--- src/rtl/flash_range_params.svh ---
// Purpose: Named constants for the flash range and protect block
// Assumes: Included by the block's design file and testbench
// Notes:   Offsets are byte addresses in the 16-bit data space
`ifndef FLASH_RANGE_PARAMS_SVH
`define FLASH_RANGE_PARAMS_SVH

// ============================================================
// Register offsets
`define ADDR_PTR_LOW 16'hffa4
`define ADDR_PTR_HIGH 16'hffa5
`define ADDR_RANGE_HIGH 16'hffa6
`define ADDR_RANGE_LOW 16'hffa7
`define ADDR_WRITE_BUF 16'hffa8
`define ADDR_PROTECT_BYTE 16'h0081

// ============================================================
// Reset values
`define RANGE_RESET 8'h00
`define WBUF_RESET 8'h00
`define PTR_RESET 12'h000
`define READ_IDLE 8'h00

// ============================================================
// Field layout
`define HIGH_ADDR_MSB 3
`define SEL_MSB 6
`define SEL_LSB 2
`define PROTECT_FIXED_ONES 8'h83

// ============================================================
// Selector codes and block limits
`define SEL_NONE 5'h1f
`define SEL_FOUR_BASE 4'h7
`define SEL_EIGHT_BASE 3'h3
`define SEL_SIXTEEN_BASE 2'h1
`define TOP_BLOCK_ALL 4'hf

// ============================================================
// Command codes of the sequencer
`define CMD_BLOCK_ERASE 3'h3
`define CMD_BYTE_WRITE 3'h5

`endif

--- src/rtl/flash_range_pkg.sv ---
// Purpose: Types shared by the flash range and protect block
// Assumes: Constants come from flash_range_params.svh
// Notes:   Holds types only
package flash_range_pkg;

  // ==========================================================
  // Block count variant, caught from a strap after reset
  typedef enum logic [1:0] {
    VARIANT_FOUR,
    VARIANT_EIGHT,
    VARIANT_SIXTEEN,
    VARIANT_RESERVED
  } variant_t;

  // ==========================================================
  // Protect setup phase
  typedef enum logic {
    PHASE_LATCH,
    PHASE_RUN
  } phase_t;

endpackage

--- src/rtl/flash_range_protect.sv ---
// Purpose: Range-end compare, write buffer, pointer counters and
//          block protect check of the flash self-programming unit
// Assumes: One 50 MHz clock, synchronous low reset, CPU data bus
// Notes:   Protect boundary is taken once after each reset
//
// What this block does
// Range-compare registers give the sequencer's end address; low is last.
// Both range registers reset to zero, at FFA6H and FFA7H, 8-bit RW.
// Software keeps upper bits 7..4 of pointer and compare high zero.
// Software loads compare high with the target block number.
// Software sets compare low to 00H for erase, FFH for blank check.
// Eight-bit write buffer holds the byte to program, reset to zero.
// Protect byte at 0081H; bits 6..2 form the selector.
// Protection applies only in self-programming mode; blocked ops do nothing.
// Four-block part: 01110 guards 3..0, 01111 guards 1..0, 11111 none.
// Eight-block part: 01100..01111 guard 7,5,3,1 down to 0.
// Sixteen-block part: 01000..01111 guard 15..1 odd down to 0.
// Idle pointer counters increment until they equal the compare registers.
// Erase into a protected area sets the write/erase protect error flag.
// Prohibited selector guards all blocks; boundary latched once after reset.
`timescale 1ns/10ps
`include "flash_range_params.svh"

module flash_range_protect (
  input wire logic clock,
  input wire logic nrst,
  input wire logic [15:0] regAddr,
  input wire logic [7:0] regWrData,
  input wire logic regWrEn,
  input wire logic regRdEn,
  output logic [7:0] regRdData,
  input wire logic [7:0] protectByte,
  input wire logic [1:0] variantStrap,
  input wire logic selfProgMode,
  input wire logic cmdBusy,
  input wire logic cmdStart,
  input wire logic [2:0] cmdCode,
  input wire logic errClear,
  output logic cmdGo,
  output logic writeEraseProtectError,
  output logic [11:0] startPointer,
  output logic [11:0] rangeEndAddr,
  output logic [7:0] writeData
);

  // ==========================================================
  // Register state
  logic [7:0] rangeHigh_q, rangeHigh_d;
  logic [7:0] rangeLow_q, rangeLow_d;
  logic [7:0] writeBuf_q, writeBuf_d;
  logic [7:0] ptrHigh_q, ptrHigh_d;
  logic [7:0] ptrLow_q, ptrLow_d;
  logic [7:0] rdData_q, rdData_d;
  logic [11:0] endAddr_q, endAddr_d;
  logic [11:0] ptrAddr;
  logic [11:0] ptrNext;
  logic ptrWrite;

  // Decoded strobes for each register
  logic wrPtrLow, wrPtrHigh, wrRangeHigh, wrRangeLow, wrWriteBuf;

  assign wrPtrLow = regWrEn && (regAddr == `ADDR_PTR_LOW);
  assign wrPtrHigh = regWrEn && (regAddr == `ADDR_PTR_HIGH);
  assign wrRangeHigh = regWrEn && (regAddr == `ADDR_RANGE_HIGH);
  assign wrRangeLow = regWrEn && (regAddr == `ADDR_RANGE_LOW);
  assign wrWriteBuf = regWrEn && (regAddr == `ADDR_WRITE_BUF);
  assign ptrWrite = wrPtrLow || wrPtrHigh;
  assign ptrAddr = {ptrHigh_q[`HIGH_ADDR_MSB:0], ptrLow_q};
  assign ptrNext = ptrAddr + 12'h001;

  // ==========================================================
  // Protect state
  flash_range_pkg::phase_t phase_q, phase_d;
  flash_range_pkg::variant_t variant_q, variant_d;
  logic [3:0] protTop_q, protTop_d;
  logic protNone_q, protNone_d;
  logic cmdGo_q, cmdGo_d;
  logic protErr_q, protErr_d;
  logic [4:0] sel;
  logic [3:0] decTop;
  logic decNone;
  logic [3:0] cmdBlock;
  logic isModify;
  logic hitProtected;

  // Selector sits between the fixed-one bits
  assign sel = protectByte[`SEL_MSB:`SEL_LSB];

  // ----------------------------------------------------------
  // Selector decode: top guarded block per variant; odd codes
  // fall to the all-guarded case, safer than trusting them
  always_comb begin
    decNone = 1'b0;
    decTop = `TOP_BLOCK_ALL;
    // Reserved strap never opens blocks, whatever the selector says
    if (sel == `SEL_NONE &&
        variant_q != flash_range_pkg::VARIANT_RESERVED) begin
      decNone = 1'b1;
    end else begin
      unique case (variant_q)
        flash_range_pkg::VARIANT_FOUR: begin
          if (sel[4:1] == `SEL_FOUR_BASE) begin
            decTop = {2'b00, ~sel[0], 1'b1};
          end
        end
        flash_range_pkg::VARIANT_EIGHT: begin
          if (sel[4:2] == `SEL_EIGHT_BASE) begin
            decTop = {1'b0, ~sel[1:0], 1'b1};
          end
        end
        flash_range_pkg::VARIANT_SIXTEEN: begin
          if (sel[4:3] == `SEL_SIXTEEN_BASE) begin
            decTop = {~sel[2:0], 1'b1};
          end
        end
        default: begin
          decTop = `TOP_BLOCK_ALL;
        end
      endcase
    end
  end

  // ----------------------------------------------------------
  // Block under attack is the pointer's high address nibble
  assign cmdBlock = ptrHigh_q[`HIGH_ADDR_MSB:0];
  assign isModify = (cmdCode == `CMD_BLOCK_ERASE) ||
                    (cmdCode == `CMD_BYTE_WRITE);
  // Only self-programming mode guards blocks
  assign hitProtected = selfProgMode && isModify && !protNone_q &&
                        (cmdBlock <= protTop_q);

  // ==========================================================
  // Register file next values
  always_comb begin
    rangeHigh_d = rangeHigh_q;
    rangeLow_d = rangeLow_q;
    writeBuf_d = writeBuf_q;
    ptrHigh_d = ptrHigh_q;
    ptrLow_d = ptrLow_q;
    rdData_d = `READ_IDLE;
    if (wrRangeHigh) begin
      rangeHigh_d = regWrData;
    end
    if (wrRangeLow) begin
      rangeLow_d = regWrData;
    end
    if (wrWriteBuf) begin
      writeBuf_d = regWrData;
    end
    // Software load beats counting so reloads are never lost
    if (ptrWrite) begin
      if (wrPtrHigh) begin
        ptrHigh_d = regWrData;
      end
      if (wrPtrLow) begin
        ptrLow_d = regWrData;
      end
    end else if (!cmdBusy && (ptrAddr != endAddr_q)) begin
      ptrHigh_d = {ptrHigh_q[7:4], ptrNext[11:8]};
      ptrLow_d = ptrNext[7:0];
    end
    if (regRdEn) begin
      unique case (regAddr)
        `ADDR_PTR_LOW: rdData_d = ptrLow_q;
        `ADDR_PTR_HIGH: rdData_d = ptrHigh_q;
        `ADDR_RANGE_HIGH: rdData_d = rangeHigh_q;
        `ADDR_RANGE_LOW: rdData_d = rangeLow_q;
        `ADDR_WRITE_BUF: rdData_d = writeBuf_q;
        `ADDR_PROTECT_BYTE: rdData_d = protectByte | `PROTECT_FIXED_ONES;
        default: rdData_d = `READ_IDLE;
      endcase
    end
    // Upper nibble is expected clear, so only the low one counts
    endAddr_d = {rangeHigh_q[`HIGH_ADDR_MSB:0], rangeLow_q};
  end

  // Register file flops; pointers come up zero rather than random
  always_ff @(posedge clock) begin
    if (!nrst) begin
      rangeHigh_q <= `RANGE_RESET;
      rangeLow_q <= `RANGE_RESET;
      writeBuf_q <= `WBUF_RESET;
      ptrHigh_q <= `RANGE_RESET;
      ptrLow_q <= `RANGE_RESET;
      rdData_q <= `READ_IDLE;
      endAddr_q <= `PTR_RESET;
    end else begin
      rangeHigh_q <= rangeHigh_d;
      rangeLow_q <= rangeLow_d;
      writeBuf_q <= writeBuf_d;
      ptrHigh_q <= ptrHigh_d;
      ptrLow_q <= ptrLow_d;
      rdData_q <= rdData_d;
      endAddr_q <= endAddr_d;
    end
  end

  // ==========================================================
  // Protect control next values
  always_comb begin
    phase_d = phase_q;
    variant_d = variant_q;
    protTop_d = protTop_q;
    protNone_d = protNone_q;
    cmdGo_d = 1'b0;
    protErr_d = protErr_q;
    unique case (phase_q)
      // First cycle: catch strap; second: catch boundary
      flash_range_pkg::PHASE_LATCH: begin
        variant_d = flash_range_pkg::variant_t'(variantStrap);
        protTop_d = decTop;
        protNone_d = decNone;
        if (variant_q == flash_range_pkg::variant_t'(variantStrap)) begin
          phase_d = flash_range_pkg::PHASE_RUN;
        end
      end
      flash_range_pkg::PHASE_RUN: begin
        if (cmdStart) begin
          cmdGo_d = !hitProtected;
        end
      end
    endcase
    // Set beats clear so a same-cycle hit is kept
    if (errClear) begin
      protErr_d = 1'b0;
    end
    if (cmdStart && hitProtected &&
        phase_q == flash_range_pkg::PHASE_RUN) begin
      protErr_d = 1'b1;
    end
  end

  // Protect control flops; reset starts fully guarded
  always_ff @(posedge clock) begin
    if (!nrst) begin
      phase_q <= flash_range_pkg::PHASE_LATCH;
      variant_q <= flash_range_pkg::VARIANT_RESERVED;
      protTop_q <= `TOP_BLOCK_ALL;
      protNone_q <= 1'b0;
      cmdGo_q <= 1'b0;
      protErr_q <= 1'b0;
    end else begin
      phase_q <= phase_d;
      variant_q <= variant_d;
      protTop_q <= protTop_d;
      protNone_q <= protNone_d;
      cmdGo_q <= cmdGo_d;
      protErr_q <= protErr_d;
    end
  end

  // ==========================================================
  // Outputs, all straight from flops
  assign regRdData = rdData_q;
  assign cmdGo = cmdGo_q;
  assign writeEraseProtectError = protErr_q;
  assign startPointer = ptrAddr;
  assign rangeEndAddr = endAddr_q;
  assign writeData = writeBuf_q;

  // ==========================================================
  // Checks
  chk_range_reset_zero: assert property (
    @(posedge clock) !nrst |=> (rangeHigh_q == 8'h00) &&
      (rangeLow_q == 8'h00))
    else $error("range registers not cleared by reset");

  chk_wbuf_load: assert property (
    @(posedge clock) disable iff (!nrst)
    wrWriteBuf |=> writeData == $past(regWrData))
    else $error("write buffer did not take the written byte");

  chk_end_addr_track: assert property (
    @(posedge clock) disable iff (!nrst)
    (wrRangeLow && !wrRangeHigh) |=> ##1
      rangeEndAddr[7:0] == $past(regWrData, 2))
    else $error("end address does not follow the low compare");

  chk_blocked_no_go: assert property (
    @(posedge clock) disable iff (!nrst)
    (phase_q == flash_range_pkg::PHASE_RUN && cmdStart && hitProtected)
      |=> !cmdGo && writeEraseProtectError)
    else $error("protected block modify was let through");

  chk_outside_mode_go: assert property (
    @(posedge clock) disable iff (!nrst)
    (phase_q == flash_range_pkg::PHASE_RUN && cmdStart && !selfProgMode)
      |=> cmdGo)
    else $error("command blocked outside self-programming mode");

  chk_err_sticky: assert property (
    @(posedge clock) disable iff (!nrst)
    (writeEraseProtectError && !errClear) |=> writeEraseProtectError)
    else $error("protect error flag dropped without a clear");

  chk_ptr_count_up: assert property (
    @(posedge clock) disable iff (!nrst)
    (!ptrWrite && !cmdBusy && startPointer != rangeEndAddr)
      |=> startPointer == $past(startPointer) + 12'h001)
    else $error("idle pointer failed to advance");

  chk_ptr_hold_end: assert property (
    @(posedge clock) disable iff (!nrst)
    (!ptrWrite && (cmdBusy || startPointer == rangeEndAddr))
      |=> $stable(startPointer))
    else $error("pointer moved at its end or while busy");

  chk_boundary_frozen: assert property (
    @(posedge clock) disable iff (!nrst)
    phase_q == flash_range_pkg::PHASE_RUN |=>
      $stable(protTop_q) && $stable(protNone_q))
    else $error("protect boundary changed after latching");

  chk_none_all_open: assert property (
    @(posedge clock) disable iff (!nrst)
    (phase_q == flash_range_pkg::PHASE_RUN && protNone_q && cmdStart)
      |=> cmdGo)
    else $error("selector 11111 still blocked a command");

endmodule

--- config.mk ---
export PLATFORM = sky130hd
export DESIGN_NAME = flash_range_protect
export DESIGN_NICKNAME = d
export VERILOG_FILES = /design/src/rtl/flash_range_pkg.sv /design/src/rtl/flash_range_protect.sv
export VERILOG_INCLUDE_DIRS = /design/src /design/src/rtl
export SDC_FILE = /design/constraint.sdc
export NUM_CORES = 1
export LEC_CHECK = 0
export BUFFER_PORTS_ARGS = -buffer_cell sky130_fd_sc_hd__buf_2
export CORE_MARGIN = 4
export CORE_UTILIZATION = 37
export DETAILED_ROUTE_END_ITERATION = 10
export PLACE_DENSITY = 0.68
export RECOVER_POWER = 100
export SYNTH_ARGS = -nofsm -noshare
export SYNTH_HDL_FRONTEND = slang
export SYNTH_SLANG_ARGS = --single-unit
--- constraint.sdc ---
create_clock -name clock -period 2.3 [get_ports clock]
set_clock_uncertainty 0.1 [all_clocks]
set_input_delay 0.46 -clock clock [delete_from_list [all_inputs] [get_ports clock]]
set_output_delay 0.46 -clock clock [all_outputs]
set_load 0.01 [all_outputs]
* Yosys cells after proc, flatten, opt, wreduce, memory -nomap -nowiden
Cells that the tools add are included. W data, S select, Z words.
Word-level totals: register bits after elaboration 70, latch bits 0, RAM bits 0, memory bits (read-only) 0, bits of input ports 45, output and inout port bits 42, word-level logic and storage cells 80, memories 0
Cells by class: $add $sub $neg 1, multipliers 0, divide/modulo/power cells 0, $lt $le $gt $ge 1, equal/unequal tests 19, shift operators 0, muxes and demuxes 17, bitwise logic cells 3, reduce and logical (&&, ||, !) cells 25
Operators with widths (number):
- $eq A16 B16 Y1 const B | 5
- $pmux W8 S6 | 1
- $mux W8 | 5
- $mux W4 | 5
- $eq A16 B8 Y1 const B | 1
- $add A12 B1 Y12 const B | 1
- $logic_and A1 B1 Y1 | 12
- $ne A12 B12 Y1 | 1
- $pmux W4 S3 | 1
- $reduce_and A2 Y1 | 4
- $eq A3 B2 Y1 const B | 2
- $eq A5 B5 Y1 const B | 1
- $mux W1 | 5
- $eq A2 B1 Y1 const B | 2
- $eq A4 B3 Y1 const B | 1
- $le A4 B4 Y1 | 1
- $ne A2 B1 Y1 const B | 2
- $reduce_bool A2 Y1 | 2
- $eq A3 B3 Y1 const B | 1
- $logic_not A1 Y1 | 3
- $not A3 Y3 | 1
- $reduce_and A3 Y1 | 1
- $eq A2 B2 Y1 | 1
- $eq A2 B2 Y1 const B | 1
- 5 further kinds | 6

* Logic depth before layout (Yosys ltp)
Gate-level depths: netlist of run 1.
depth in word-level cells 8, mapped depth 8

* Least setup slack after synthesis of run 1
Ideal clock, no wire load.
path kind input to register, start input regAddr[4], end register ptrLow_q[5], arrival time 2116 ps, path slack -38 ps, stages 7, cell sequence or3b_4 > or4_4 > buf_6 > nor2_8 > nand2_4 > and4_1 > a311o_1
On the way: longest elaborated chain between the ends 5, elaborated cells on any way between the ends 9
Ends and longest elaborated chain:
- start, declared | RTL line flash_range_protect.sv:27 | input wire logic [15:0] regAddr,
- $eq A16 B16 Y1
- $logic_and A1 B1 Y1 (on tied branches) | RTL line flash_range_protect.sv:62, flash_range_protect.sv:63
- $logic_or A1 B1 Y1 | RTL line flash_range_protect.sv:67 | assign ptrWrite = wrPtrLow || wrPtrHigh;
- $ne A2 B1 Y1 (no line) / $reduce_bool A2 Y1 (equally long branches)
- $reduce_and A2 Y1 (no line)
- end signal, assigned | RTL line flash_range_protect.sv:184 | ptrLow_q <= `RANGE_RESET;
- end signal, assigned | RTL line flash_range_protect.sv:192 | ptrLow_q <= ptrLow_d;
- end, declared | RTL line flash_range_protect.sv:52 | logic [7:0] ptrLow_q, ptrLow_d;
Several ways; a longest one is shown, not always the timed one. A chain may end at the register's enable or synchronous reset.

* Final worst setup path of run 1
start input regAddr[4], end register rangeHigh_q[3]
On the way: longest elaborated chain between the ends 2
Ends and longest elaborated chain:
- $eq A16 B16 Y1
- $logic_and A1 B1 Y1 | RTL line flash_range_protect.sv:64 | assign wrRangeHigh = regWrEn && (regAddr == `ADDR_RANGE_HIGH);
- end signal, assigned | RTL line flash_range_protect.sv:180 | rangeHigh_q <= `RANGE_RESET;
- end signal, assigned | RTL line flash_range_protect.sv:188 | rangeHigh_q <= rangeHigh_d;
- end, declared | RTL line flash_range_protect.sv:48 | logic [7:0] rangeHigh_q, rangeHigh_d;
No other way between the ends.

==> impl_metrics.toml, run 1 <==
[status]
outcome = "finished, final reports clean"

[global_routing]
grt_pass1_wl_mm = 15.75
grt_pass1_vias = 3172
grt-ovfl-total = 0
antenna_found_initial = 0
grt_start_max_net_pins = 37
grt_usage_pct = 19.30

[critical_path]
r2r_start = "rangeEndAddr[9]"
crit_fanout = 8
crit_arrival_ns = 2.24
startpoint_type = "primary input"
required_ns = 2.40
critPathKind = "in -> reg"
setup.worst_path.start = "regAddr[4]"
critPathCaptureType = "flop"

[placement]
place.gp.congestion = 0.9182
hpwl_mm = 7.902
placed_cell_area_um2 = 4018
portBuffers = 83
place_inst = 583

[worst_hold_path]
hold_class = "in -> reg"
hp-start = "variantStrap[1]"

[clocking]
holdBufCountCts = 0
htreeDepth = 3
cts_buffers = 9
cts_tree = "done"
cts.sinks = 69
path_clk_slew_ns = 0.08
clk-insertion-delay-late_ns = 0.35
root_buffer = "clkbuf_8"
cts_resized = 0
clk_path_buf_depth = 2
cts_setup_buffers = 0

[layout]
stdcell_count = 599
finalInstanceArea_um2 = 4125
final_core_util_pct = 47.07
diodes = 0
syn_to_final_growth_pct = 23.44
fillers = 866
drive_above_1_share_pct = 20.98
finalNetCount = 535

[yosys]
yosysMostFrequentCell = "dfxtp_1"
yosysUniqueCellTypes = 50
synth_top_area_share_pct = 41.33
synth_top_area_cell = "dfxtp_1"
netlist_area_um2 = 3342
yosys-top-cells-count = "dfxtp_1, nand2_1, a21oi_1"
avgSynthCellArea_um2 = 8.749
syn-num-nets = 431
synthTopCellsByArea = "dfxtp_1, a21oi_1, nand2_1"
synth-edff-count = 0
ys_seq_area_share_pct = 41.33
netlist_instances = 382
synth_warnings = 0
async_flop_share_pct = 0
ys_ff_latch = 69
synth-main-ff-cell = "dfxtp_1"

[power]
power.density_nw_per_um2 = 620.7
ir_worst_vdd_v = 0.0004254
leakage_nw = 1.752
p_total_mw = 2.560

[floorplan]
num_rows = 34
die_y_um = 103.0
coreArea_um2 = 8763
io_pins = 87
start_util_pct = 38.14
die_area_um2 = 10620
dieWidth_um = 103.0

[routing]
viasPerCell = 5.594
dr.pass1.iters = 7
routedWlPerCell_um = 17.13
finalWirelength_mm = 10.26
drtIter0Drc = 309
ant_nets = 0
vias = 3351
drc_errors = 0

[timing]
min_period_ns = 2.145
holdWs_ns = 0.2472
tightest_slew_ns = 0.8738
maxSlewHeadroom_pct = 41.74
setup_violations = 0
rsz0062_at_grt = "no"
fin_crit_sh_pct = 93.28
hold_viol = 0
slew_violations = 0
fmax_mhz = 466.1

[flow_run]
max_cap_violations = 0
[worst max-delay path, cell delays in order]
cell and delay [ns]:
buf_2 0.09, or3b_1 0.39, or4_4 0.51, nor3_2 0.30, nand2_1 0.28, nand2_1 0.13, a21oi_1 0.07
[worst paths after layout]
path                                        to  slack [ns]  cells after the start
worst max-delay path            rangeHigh_q[3]        0.15                      7
worst min-delay path              variant_q[1]        0.25                      3
worst max register to register    ptrHigh_q[0]        0.23                      7
worst min register to register  rangeHigh_q[5]        0.36                      2
[registers in the layout, summed over array words and instances, names as in the netlist, 2 cells and up]
signal        cells
rangeEndAddr     12
ptrHigh_q         8
ptrLow_q          8
rangeHigh_q       8
rangeLow_q        8
regRdData         8
writeData         8
protTop_q         3
variant_q         2
[logic make-up after synthesis]
family | after synthesis | synth area share (%)
simple gates | 148 | 23.55
flops | 69 | 41.33
fa+ha+maj | 4 | 1.498
xor+xnor | 15 | 3.931
mux | 20 | 6.290
buf+inv | 38 | 5.803
compound gates | 88 | 17.60
[area by class of cell]
| class | count | area (um2) | area share, % |
|---|---|---|---|
| Clock buffer | 9 | 123.9 | 3.003 |
| Multi-Input combinational cell | 275 | 1747 | 42.34 |
| Inverter | 11 | 41.29 | 1.001 |
| Timing Repair Buffer | 120 | 594.3 | 14.41 |
| Clock inverter | 7 | 102.6 | 2.487 |
| Sequential cell | 69 | 1381 | 33.48 |
| Tap cell | 108 | 135.1 | 3.276 |
[routing by layer]
metal	track usage, %	part of all wire (%)
met5	0	0
met4	6.873	2.3
met3	5.480	6.7
met2	32.31	51
met1	23.68	40
[power by group]
| part | switching [mW] | leakage (nW) | internal, mW |
|---|---|---|---|
| Clock | 0.504 | 0.111 | 0.625 |
| Combinational | 0.127 | 1.08 | 0.0814 |
| Sequential | 0.0176 | 0.557 | 1.20 |
[cells in the final DEF, fill, tap and decap left out, drive strengths merged, types with 2 or more instances in the layout]
cell,synthesis,layout
dfxtp,69,69
o21ai,5,5
nor2,18,18
a22oi,5,5
and2,13,13
and3,2,2
nand2,49,49
inv,11,15
a31oi,7,7
o31ai,9,9
mux2,8,8
a222oi,8,8
nand3,27,27
bufinv,0,2
a21oi,36,36
buf,11,72
nor3b,3,3
nor3,12,12
nand4,5,5
nor4,7,7
o21a,3,3
mux2i,12,12
o2111ai,5,5
clkbuf,16,57
or4,3,3
xnor2,2,2
nor2b,4,4
and4,3,3
xor2,13,13
ha,4,4
[per-stage QoR]
step / setup WS [ns] / TNS [ns]
floorplan: 0.01853 / 0
global route: 0.05733 / 0
global placement: -0.07453 / -0.8880
CTS: 0.2330 / 0
finish: 0.1546 / 0
detailed placement: -0.1167 / -1.422
Power figures use the tool's default switching activity.
==> inputs of run 2 (changes only) <==
Settings changed: PLACE_DENSITY 0.68 to 0.72.
==> run 2 against run 1 <==
Routed wire length rose by 3.3%. Die area did not move. Setup slack improved by 0.053 ns. Final cell count fell by 0.33%. Non-clock buffer count fell by 2. Global-route usage rose by 0.52 points. First-iteration DRC count fell by 2.9%. Sequential power barely moved.
==> impl_metrics.toml, run 2 (synthesis gave the netlist of run 1 again) <==
[status]
outcome = "finished, final reports clean"

[critical_path]
r2r_end = "ptrHigh_q[0]"
required_ns = 2.48
startpoint_type = "primary input"
r2r_cells = 7
critPathKind = "in -> reg"
crit_fanout = 11
reg2reg_setup_slack_ns = 0.25
critPathCaptureType = "flop"
r2r_start = "ptrLow_q[1]"
crit_arrival_ns = 2.27

[power]
p_total_mw = 2.546
power.density_nw_per_um2 = 618.6
leakage_nw = 1.747
ir_worst_vdd_v = 0.0002305

[routing]
route.top_layer_used = "met4"
drtIter0Drc = 300
ant_nets = 0
wl_met1_mm = 4.247
finalWirelength_mm = 10.60
route.met2.wl_mm = 5.331
dr.pass1.iters = 8
drc_errors = 0
vias = 3411
routedWlPerCell_um = 17.75
met3_length_um = 692
viasPerCell = 5.714

[layout]
finalNetCount = 533
diodes = 0
syn_to_final_growth_pct = 23.14
drive_above_1_share_pct = 20.65
largest_reg_flops = 12
mostFrequentLayoutCell = "dfxtp_1"
final_cell_mix = "dfxtp_1, buf_2, nand2_1, clkbuf_1, a21oi_1"

[worst_hold_path]
hold_class = "in -> reg"
hp-start = "variantStrap[1]"
min_path_cells = 3
holdPathEnd = "variant_q[1]"

[floorplan]
io_pins = 87
coreArea_um2 = 8763
die_area_um2 = 10620
die_y_um = 103.0
dieWidth_um = 103.0
num_rows = 34
start_util_pct = 38.14

[placement]
dpl_worst_slack_ns = -0.09940
portBuffers = 83
hpwl_mm = 8.092
place.gp.congestion = 0.8968

[timing]
fmax_mhz = 477.8
worst_slack_ns = 0.2073
fin_crit_sh_pct = 90.99
rsz0062_at_grt = "no"
min_period_ns = 2.093
slew_violations = 0
maxSlewHeadroom_pct = 33.95
hold_viol = 0
holdWs_ns = 0.2360
tightest_slew_ns = 0.9907
fin_setup_tns_ns = 0
setup_violations = 0

[clocking]
root_buffer = "clkbuf_8"
cts.sinks = 69
clk_path_buf_depth = 2
cts_buffers = 9
htreeDepth = 3
cts_setup_buffers = 0
holdBufCountCts = 0
cts_tree = "done"
path_clk_slew_ns = 0.09
clk-insertion-delay-late_ns = 0.36
cts_resized = 0

[global_routing]
grt_usage_pct = 19.83
grt_pass1_wl_mm = 16.10
antenna_found_initial = 0
grt_start_max_net_pins = 23
grt-ovfl-total = 0
grt_pass1_vias = 3197

[flow_run]
max_cap_violations = 0
[run 2: cell types whose count changed in the layout (fill, tap and decap cells not counted), sizes merged]
cell | previous run | this run
buf | 72 | 68
clkbuf | 57 | 59
clkinv | 0 | 3
clkinvlp | 1 | 0
inv | 15 | 13
[run 2: cell type report]
class / instances / area, um2
clock buffers: 9 / 123.9
clock inverters: 7 / 96.34
fillers: 846 / 4648
inverters: 11 / 41.29
multi-input cells: 275 / 1764
flip-flops and latches: 69 / 1381
well taps: 108 / 135.1
repair buffers: 118 / 573.1
[run 2: power breakdown]
| group | switching (mW) | total, mW | internal (mW) |
|---|---|---|---|
| clock network | 0.497 | 1.11 | 0.616 |
| logic | 0.130 | 0.211 | 0.0807 |
| registers | 0.0166 | 1.22 | 1.20 |
[run 2: how the worst max path moves through the flow]
stage          cells after the start        endpoint  slack [ns]       start
4_1_cts                            7  rangeHigh_q[0]        0.27  regAddr[4]
3_5_place_dp                       7     ptrLow_q[5]        -0.1  regAddr[4]
5_1_grt                            7    regRdData[5]        0.08  regAddr[4]
3_3_place_gp                       7     ptrLow_q[5]       -0.07  regAddr[4]
2_1_floorplan                      7     ptrLow_q[5]        0.02  regAddr[4]
6_report                           7    regRdData[5]        0.21  regAddr[4]
[run 2: per-stage QoR]
step           cells  utilization [%]  instance area [um2]
6_report         597            46.96                 4115
2_1_floorplan    382                -                 3346
4_1_cts          597            48.19                 4223
3_5_place_dp     581            45.67                 4003
5_1_grt          597            46.96                 4115
3_3_place_gp     581            45.67                 4003
[run 2: worst max-delay path, cell delays in order]
cell      delay, ns
buf_2          0.09
or3b_1         0.39
or4_4          0.53
nor3_4         0.21
clkbuf_2       0.28
a22oi_1        0.15
a21oi_1        0.15
[run 2: layer usage]
| metal | vias up | global-route usage (%) |
|---|---|---|
| met5 | - | 0 |
| met3 | 29 | 3.180 |
| met4 | 0 | 9.064 |
| met2 | 153 | 34.14 |
| met1 | 1626 | 24.18 |
| li1 | 1603 | - |
